<file path="src/sps_pkg.sv">
// Package for the serial PHY indirect access block: map, fields, types
package sps_pkg;
    // Register indices; the byte address is four times the index
    localparam logic [15:0] SPS_IDX_DATA = 16'hd100;
    localparam logic [15:0] SPS_IDX_ADDR = 16'hd101;
    localparam logic [15:0] SPS_IDX_CTRL = 16'hd102;
    localparam logic [15:0] SPS_IDX_STATUS = 16'hd10a;
    localparam logic [15:0] SPS_IDX_WD_CTRL = 16'hd111;
    localparam logic [15:0] SPS_IDX_WD_TIMER = 16'hd112;

    // Control register fields
    localparam int SPS_CTL_RESET_LOW = 12;
    localparam int SPS_CTL_WRITE_START = 8;
    localparam int SPS_CTL_READ_START = 4;
    localparam int SPS_CTL_DONE = 0;
    // Watchdog control fields
    localparam int SPS_WD_EN = 1;
    localparam int SPS_WD_ERR = 0;

    // Reset values
    localparam logic [15:0] SPS_DATA_RST = 16'h0000;
    localparam logic [15:0] SPS_ADDR_RST = 16'h0000;
    localparam logic [15:0] SPS_WD_TIMER_RST = 16'hffff;
    localparam logic [11:0] SPS_STATUS_RST = 12'h000;

    // Status inputs, packed in status word bit order 11..0
    typedef struct packed {
        logic [4:0] bringup_state;
        logic transmitter_ready_flag;
        logic receiver_detect_result;
        logic receiver_detect_ack;
        logic tx_common_mode_ack;
        logic rx_pll_ack;
        logic rx_signal_lost;
        logic main_pll_ack;
    } sps_phy_stat_type;

    // Request towards the PHY register space
    typedef struct packed {
        logic valid;
        logic write;
        logic [15:0] addr;
        logic [15:0] wdata;
    } sps_phy_req_type;

    typedef enum logic [0:0] {
        SPS_IDLE,
        SPS_BUSY
    } sps_acc_state_type;

    typedef struct packed {
        logic ph_valid;
        logic ph_write;
        logic [15:0] ph_idx;
        logic rd_wait;
        logic [31:0] hrdata;
        logic [15:0] data;
        logic [15:0] addr;
        logic fsm_run;
        logic done;
        logic wr_start;
        logic rd_start;
        sps_acc_state_type st;
        logic [15:0] reload;
        logic [15:0] count;
        logic wd_en;
        logic wd_err;
        sps_phy_stat_type sync1;
        sps_phy_stat_type sync2;
    } sps_state_type;
endpackage

</file>
<file path="src/sps_indirect_access.sv">
// Serial PHY indirect access engine, status mirror and watchdog
//
// Behaviour
// - Finished read leaves fetched value in data
// - Address register holds target, reads back
// - Control bit 8 writes data to address
// - Control bit 4 reads address; self-clears
// - Starting a transaction clears done flag
// - Done sets at finish, holds until restart or control bit 12 low
// - Control bit 12 low resets access machine
// - Watchdog control bit 1 enables timer
// - Watchdog control bit 0 reports error
// - Watchdog timer value resets to ffff
// - Status 11:7 mirror bring-up machine state
// - Status 6 shows transmitter ready
// - Status 5 detect result, valid with ack
// - Status 3,2,0 show cm, rx, main pll acks
// - Status 1 shows receive loss of signal
`timescale 1ns/1ps
module sps_indirect_access
    import sps_pkg::*;
(
    // Clock and reset
    input wire logic sys_clk_i,
    input wire logic rstn_i,
    // AHB-Lite slave
    input wire logic hsel_i,
    input wire logic [31:0] haddr_i,
    input wire logic [1:0] htrans_i,
    input wire logic hwrite_i,
    input wire logic [2:0] hsize_i,
    input wire logic [31:0] hwdata_i,
    input wire logic hready_i,
    output logic hreadyout_o,
    output logic hresp_o,
    output logic [31:0] hrdata_o,
    // PHY register space access
    output sps_phy_req_type phy_req_o,
    input wire logic phy_ack_i,
    input wire logic [15:0] phy_rdata_i,
    // PHY macro status levels, asynchronous
    input wire sps_phy_stat_type phy_status_i
);

    localparam sps_state_type RESET_STATE = '{
        ph_valid: 1'b0,
        ph_write: 1'b0,
        ph_idx: 16'h0000,
        rd_wait: 1'b0,
        hrdata: 32'h0000_0000,
        data: SPS_DATA_RST,
        addr: SPS_ADDR_RST,
        fsm_run: 1'b1,
        done: 1'b0,
        wr_start: 1'b0,
        rd_start: 1'b0,
        st: SPS_IDLE,
        reload: SPS_WD_TIMER_RST,
        count: SPS_WD_TIMER_RST,
        wd_en: 1'b0,
        wd_err: 1'b0,
        sync1: SPS_STATUS_RST,
        sync2: SPS_STATUS_RST
    };

    sps_state_type s;
    sps_state_type next_s;
    logic wr_phase;
    logic ctl_wr;
    logic go;

    // Word-aligned register index from a byte address
    function automatic logic [15:0] word_index(input logic [31:0] a);
        word_index = a[17:2];
    endfunction

    function automatic logic [31:0] read_mux(input sps_state_type r);
        logic [15:0] v;
        v = 16'h0000;
        case (r.ph_idx)
            SPS_IDX_DATA: v = r.data;
            SPS_IDX_ADDR: v = r.addr;
            SPS_IDX_CTRL: begin
                v[SPS_CTL_RESET_LOW] = r.fsm_run;
                v[SPS_CTL_WRITE_START] = r.wr_start;
                v[SPS_CTL_READ_START] = r.rd_start;
                v[SPS_CTL_DONE] = r.done;
            end
            SPS_IDX_STATUS: v = {4'h0, r.sync2};
            SPS_IDX_WD_CTRL: begin
                v[SPS_WD_EN] = r.wd_en;
                v[SPS_WD_ERR] = r.wd_err;
            end
            SPS_IDX_WD_TIMER: v = r.reload;
            default: v = 16'h0000;
        endcase
        read_mux = {16'h0000, v};
    endfunction

    assign wr_phase = s.ph_valid && s.ph_write;
    assign ctl_wr = wr_phase && s.ph_idx == SPS_IDX_CTRL;
    // Starts need the machine out of reset, both before and after the write
    assign go = ctl_wr && s.fsm_run && hwdata_i[SPS_CTL_RESET_LOW] &&
        (hwdata_i[SPS_CTL_WRITE_START] || hwdata_i[SPS_CTL_READ_START]);

    // Reads take one wait state so the data word comes from a flop
    assign hreadyout_o = !(s.ph_valid && !s.ph_write && !s.rd_wait);
    assign hresp_o = 1'b0;
    assign hrdata_o = s.hrdata;
    assign phy_req_o = '{
        valid: s.st == SPS_BUSY,
        write: s.wr_start,
        addr: s.addr,
        wdata: s.data
    };

    always_comb begin
        next_s = s;

        // Address phase capture
        if (hready_i) begin
            next_s.ph_valid = hsel_i && htrans_i[1];
            next_s.ph_write = hwrite_i;
            next_s.ph_idx = word_index(haddr_i);
            next_s.rd_wait = 1'b0;
        end
        if (s.ph_valid && !s.ph_write && !s.rd_wait) begin
            next_s.hrdata = read_mux(s);
            next_s.rd_wait = 1'b1;
        end

        // Two-flop synchroniser for the macro status levels
        next_s.sync1 = phy_status_i;
        next_s.sync2 = s.sync1;

        // Register writes; hardware updates below take priority
        if (wr_phase) begin
            case (s.ph_idx)
                SPS_IDX_DATA: next_s.data = hwdata_i[15:0];
                SPS_IDX_ADDR: next_s.addr = hwdata_i[15:0];
                SPS_IDX_CTRL: begin
                    next_s.fsm_run = hwdata_i[SPS_CTL_RESET_LOW];
                end
                SPS_IDX_WD_CTRL: begin
                    next_s.wd_en = hwdata_i[SPS_WD_EN];
                    if (!hwdata_i[SPS_WD_EN]) begin
                        next_s.wd_err = 1'b0;
                    end
                end
                SPS_IDX_WD_TIMER: next_s.reload = hwdata_i[15:0];
                default: next_s.reload = s.reload;
            endcase
        end

        // Access machine; held in its reset state while bit 12 is low
        if (!next_s.fsm_run) begin
            next_s.st = SPS_IDLE;
            next_s.done = 1'b0;
            next_s.wr_start = 1'b0;
            next_s.rd_start = 1'b0;
        end else begin
            case (s.st)
                SPS_IDLE: begin
                    if (go) begin
                        next_s.st = SPS_BUSY;
                        next_s.done = 1'b0;
                        // Write wins if both start bits are set
                        next_s.wr_start = hwdata_i[SPS_CTL_WRITE_START];
                        next_s.rd_start = !hwdata_i[SPS_CTL_WRITE_START];
                        next_s.count = s.reload;
                    end
                end
                SPS_BUSY: begin
                    // Further starts are not looked at while busy
                    if (phy_ack_i) begin
                        if (s.rd_start) begin
                            next_s.data = phy_rdata_i;
                        end
                        next_s.done = 1'b1;
                        next_s.wr_start = 1'b0;
                        next_s.rd_start = 1'b0;
                        next_s.st = SPS_IDLE;
                    end else if (s.wd_en) begin
                        if (s.count == 16'h0000) begin
                            // Abort so software polling done is not hung
                            next_s.wd_err = 1'b1;
                            next_s.done = 1'b1;
                            next_s.wr_start = 1'b0;
                            next_s.rd_start = 1'b0;
                            next_s.st = SPS_IDLE;
                        end else begin
                            next_s.count = s.count - 16'h0001;
                        end
                    end
                end
                default: next_s.st = SPS_IDLE;
            endcase
        end
    end

    always_ff @(posedge sys_clk_i) begin
        if (!rstn_i) begin
            s <= RESET_STATE;
        end else begin
            s <= next_s;
        end
    end

    logic busy;
    logic fsm_clear;
    logic wd_fire;
    logic rd_data_ph;
    assign busy = s.st == SPS_BUSY;
    // Cases where hardware legally ends or blocks an access early, plus the read data phase
    assign fsm_clear = ctl_wr && !hwdata_i[SPS_CTL_RESET_LOW];
    assign wd_fire = busy && s.wd_en && s.count == 16'h0000 && !phy_ack_i;
    assign rd_data_ph = s.ph_valid && !s.ph_write && !s.rd_wait;
endmodule

</file>
<file path="config.mk">
export PLATFORM = sky130hd
export DESIGN_NAME = sps_indirect_access
export DESIGN_NICKNAME = d
export VERILOG_FILES = /design/src/sps_pkg.sv /design/src/sps_indirect_access.sv
export SDC_FILE = /design/constraint.sdc
export NUM_CORES = 1
export LEC_CHECK = 0
export BUFFER_PORTS_ARGS = -buffer_cell sky130_fd_sc_hd__buf_2
export CAP_MARGIN = 20
export CORE_MARGIN = 2
export CORE_UTILIZATION = 53
export DETAILED_ROUTE_END_ITERATION = 8
export PLACE_DENSITY = 0.81
export SLEW_MARGIN = 20
export SYNTH_ARGS = -nofsm -noshare
export SYNTH_HDL_FRONTEND = slang
export SYNTH_SLANG_ARGS = --single-unit
</file>
<file path="constraint.sdc">
create_clock -name sys_clk_i -period 2.4 [get_ports sys_clk_i]
set_input_delay 0.36 -clock sys_clk_i [delete_from_list [all_inputs] [get_ports sys_clk_i]]
set_output_delay 0.36 -clock sys_clk_i [all_outputs]
set_load 0.03 [all_outputs]
</file>
After elaboration in Yosys (flattened, before gate mapping). Cells that the tools add are included.

Output and inout port bits: 68. Input bits: 103. Word-level logic and storage cells: 104. Bits in registers: 130.

Mux-type cells: 37. Bitwise logic cells: 1. Equality and inequality tests: 12. Reductions and logical operators: 21. Add/sub/neg operators: 1.

Operator list (number): 2-to-1 mux 16 bit (10); equality test 16 bit, second input constant (6); 2-to-1 mux 33 bit (2); case mux 16 bit (2 select lines) (1); case mux 3 bit (4 select lines) (2); logical NOT 16 bit (1); 2-to-1 mux 4 bit (4); subtractor 16 x 1 -> 16 bit, second input constant (1); case mux 1 bit (5 select lines) (3); 2-to-1 mux 1 bit (10); case mux 3 bit (3 select lines) (1); logical AND 1 bit (8); inequality test 2 bit, second input constant (4); case mux 2 bit (4 select lines) (1); case mux 4 bit (2 select lines) (1); AND reduction 2 bit (4); case mux 1 bit (6 select lines) (1); AND reduction 5 bit (1); logical NOT 1 bit (4); case mux 1 bit (4 select lines) (1); inequality test 3 x 2 -> 1 bit, second input constant (1); inequality test 3 bit, second input constant (1); AND reduction 3 bit (1); nonzero test 2 bit (1); 2 further kinds (2).

Logic depth before layout (Yosys ltp).
Depth after elaboration: 8. Gate-level depth with buffers: 9. Gate-level depth less buffers: 7.

Worst setup path before layout. Ideal clock, no wire load.

Kind: register to register. Start point: register s[130] (netlist name). End point: register s, in the netlist phy_req_o[10]. Stages on the path, launching flop included: 8. Setup time: 95 ps. Buffers on the path: 2. Period minus slack after synthesis: 2147 ps. Data arrival time: 2052 ps. Required time: 2305 ps. Slack: 253 ps. Path through: dfxtp_1 > nor4_4 > nand4b_4 > or4b_1 > buf_2 > buf_6 > mux2i_1 > a221oi_1.

Longest elaborated chain between the ends: 7. Elaborated cells on any way between the ends: 9. Classes of those cells: eq/ne (2); mux (7).

RTL lines: start, declared (RTL line sps_indirect_access.sv:66) `sps_state_type s;`; start signal, assigned (RTL line sps_indirect_access.sv:205) `s <= next_s;`; equality test 16 bit (RTL line sps_indirect_access.sv:138) `case (s.ph_idx)`; 2-to-1 mux 16 bit (RTL line sps_indirect_access.sv:138); 2-to-1 mux 33 bit (*) (RTL line sps_indirect_access.sv:137) `if (wr_phase) begin`; 2-to-1 mux 16 bit (RTL line sps_indirect_access.sv:176) `if (s.rd_start) begin`; 2-to-1 mux 16 bit (RTL line sps_indirect_access.sv:175) `if (phy_ack_i) begin`; 2-to-1 mux 16 bit (RTL line sps_indirect_access.sv:162) `case (s.st)`; 2-to-1 mux 16 bit (*) (RTL line sps_indirect_access.sv:156) `if (!next_s.fsm_run) begin`.

Mark *: on every way between the ends. The rest lies on a longest branch, timed or not. A chain may end at the register's enable or synchronous reset.

Final worst setup path.
Start point: register s[135] (netlist name). End point: register s, in the netlist phy_req_o[3].

The elaborated chain is that of the path after synthesis.

==> flow_metrics.tcl <==
set metrics [dict create \
    synthToLayoutAreaGrowth_pct 16.02 \
    cp.arrival_ns 2.57 \
    vias_per_cell 5.999 \
    relSlewSlack_pct 58.15 \
    p_int_mw 4.166 \
    fin_setup_tns_ns 0 \
    fin_area_um2 7242 \
    drc 0 \
    core_um2 11470 \
    syn-mean-instance-area_um2 8.930 \
    path_delay_family "simple AND/OR/NAND/NOR gates" \
    drtIter0Drc 733 \
    setup_viol 0 \
    pwr-share-comb_pct 5.8 \
    switchingPower_mw 1.150 \
    row_count 39 \
    gr-total-overflow 0 \
    antenna_found_initial 1 \
    io_pins 171 \
    grt_pass1_wl_um 26100 \
    grt_pass1_vias 5229 \
    clock_sinks 130 \
    critical_path_class "flop to flop" \
    finalMaxSlewViolations 0 \
    p_per_area_nw_per_um2 734.1 \
    layout_common_cells "dfxtp_1 (130), buf_2 (117), nand2_1 (82)" \
    fin_crit_sh_pct 94.28 \
    hold_path.class "input port to flop" \
    finClkSkew_ns 0.006783 \
    yosys_warnings 0 \
    switching_share_pct 21.63 \
    holdWs_ns 0.1477 \
    die-area_um2 12660 \
    dr.pass1.iters 6 \
    rsz0062_at_grt "no" \
    pwr-share-clk_pct 52.1 \
    drv_cap 0 \
    layout-drive-gt1-share_pct 26.22 \
    start_util_pct 54.44 \
    path_cells "nor4_4, nand4b_4, buf_4, o21a_1, or2_2, a221oi_1" \
    slowest_stage "or2_2" \
    leakage_nw 3.053 \
    cp_max_fo 17 \
    cts-root-buf "clkbuf_16" \
    finalNetCount 871 \
    synth.distinct_cells 58 \
    critPathMaxStageDelay_ns 0.48 \
    cts_buffers 17 \
    io_buffers 117 \
    yosysSeqAreaShare_pct 41.69 \
    ir_drop_mv 0.5811 \
    min_period_ns 2.263 \
    grt_max_degree 68 \
    dp_hpwl_um 11090 \
    clockBufferDepth 2 \
    ys_seq_elements 130 \
    synth_edf_count 0 \
    cts_tree "yes" \
    place_congestion 0.8915 \
    crit_buf_inv 1 \
    ant_nets 0 \
    place_area_um2 6579 \
    crit_path_end_kind "flop" \
    syn_inst 699 \
    worstMarginPinSlew_ns 0.6220 \
    cts_max_level 4 \
    synth_top_flop_cell "dfxtp_1" \
    final_common_cell "dfxtp_1" \
    grt_usage_pct 25.64 \
    wl_um 16410 \
    status "finished clean" \
    critPathLaunchType "flop" \
    fillers 869 \
    clk_pin_slew_ns 0.06 \
    final-hold-violation-count 0 \
    wl_per_cell_um 17.80 \
    vias 5531 \
    insertion_delay_ns 0.41 \
    cts_hold_buf 0 \
    max_freq_mhz 442.0 \
    async_reset_ff_share_pct 0 \
    cp.required_ns 2.71 \
    synth_area_um2 6242 \
    die_w_um 112.5 \
    pwr-share-seq_pct 42.1 \
    die_h_um 112.5 \
]
state kept, by name (all words and copies together), names as in the netlist:
register,flops
phy_req_o,33
s,68
busy,1
next_s,12
hrdata_o,16
worst register-to-register path, stage by stage, from the launching register on:
cell      delay, ns
dfxtp_1        0.34
nor4_4         0.41
nand4b_4       0.17
buf_4          0.19
o21a_1         0.20
or2_2          0.48
a221oi_1       0.37
kinds of logic after synthesis:
family | count (synthesis) | share of synthesized area, %
adder cells (fa/ha/maj) | 2 | 0.4008
other | 1 | 0.06007
AND/OR/NAND/NOR | 239 | 18.80
flip-flops | 130 | 41.69
AO/OA/AOI/OAI | 136 | 16.06
multiplexers | 67 | 11.06
buffers and inverters | 124 | 11.93
layout make-up:
type                       instances  area, µm²  share of cell area [%]
multi-input combinational        461       2963                   40.91
sequential                       130       2603                   35.94
timing repair buffer             147      823.3                   11.37
clock buffer                      23      488.0                   6.738
tap                              143      178.9                   2.471
clock inverter                     8      150.1                   2.073
inverter                           9      33.78                  0.4665
antenna                            1      2.502                 0.03455
worst paths after layout:
| path | from | end | depth (start not counted) | slack, ns |
|---|---|---|---|---|
| min | phy_status_i[0] | next_s[0]$_SDFF_PN0_ | 2 | 0.15 |
| min reg2reg | next_s[0]$_SDFF_PN0_ | s[0]$_SDFF_PN0_ | 1 | 0.43 |
| max | s[135]$_SDFFE_PN0P_ | phy_req_o[3]$_SDFF_PN0_ | 6 | 0.14 |
| max reg2reg | s[135]$_SDFFE_PN0P_ | phy_req_o[3]$_SDFF_PN0_ | 6 | 0.14 |
synth_stat cells (12+ instances only):
master    number  area share (%)
a221oi_1      29             4.1
mux2_2        16             2.9
o211ai_1      12             1.4
nor2_1        73             4.4
o21ai_0       12            0.96
buf_4         68             8.2
dfxtp_1      130              42
nand2_1       82             4.9
buf_2         13             1.0
a32oi_1       15             2.1
and2_1        26             2.6
mux2i_1       51             8.2
a21oi_1       23             1.8
clkbuf_1      30             1.8
metrics by stage:
stage	cells	worst slack, ns	power [mW]	utilization (%)
2_1_floorplan	715	0.2530	2.498	-
3_3_place_gp	888	0.1608	2.576	57.37
3_5_place_dp	888	0.07900	2.585	57.37
4_1_cts	919	0.04222	5.322	62.94
5_1_grt	921	0.03998	5.455	63.13
6_report	922	0.1373	5.316	63.15
layer usage:
metal / part of all wire (%) / global-route usage, %
met1: 41 / 33.11
met2: 47 / 41.73
met3: 9.3 / 6.425
met4: 2.2 / 9.512
met5: 0 / 0
repair_timing:
item | in CTS | in global routing
resized for setup | 0 | 3
setup endpoints to repair | 0 | 33
buffers inserted | 0 | 2
hold endpoints to repair | 0 | 0
power by group through the flow:
stage / Sequential, mW / Clock [mW] / Combinational, mW
2_1_floorplan: 2.27 / 0 / 0.227
3_3_place_gp: 2.28 / 0 / 0.296
3_5_place_dp: 2.28 / 0 / 0.302
4_1_cts: 2.24 / 2.78 / 0.304
5_1_grt: 2.24 / 2.88 / 0.332
6_report: 2.24 / 2.77 / 0.307
No activity file was read; power rests on OpenSTA's default activity.
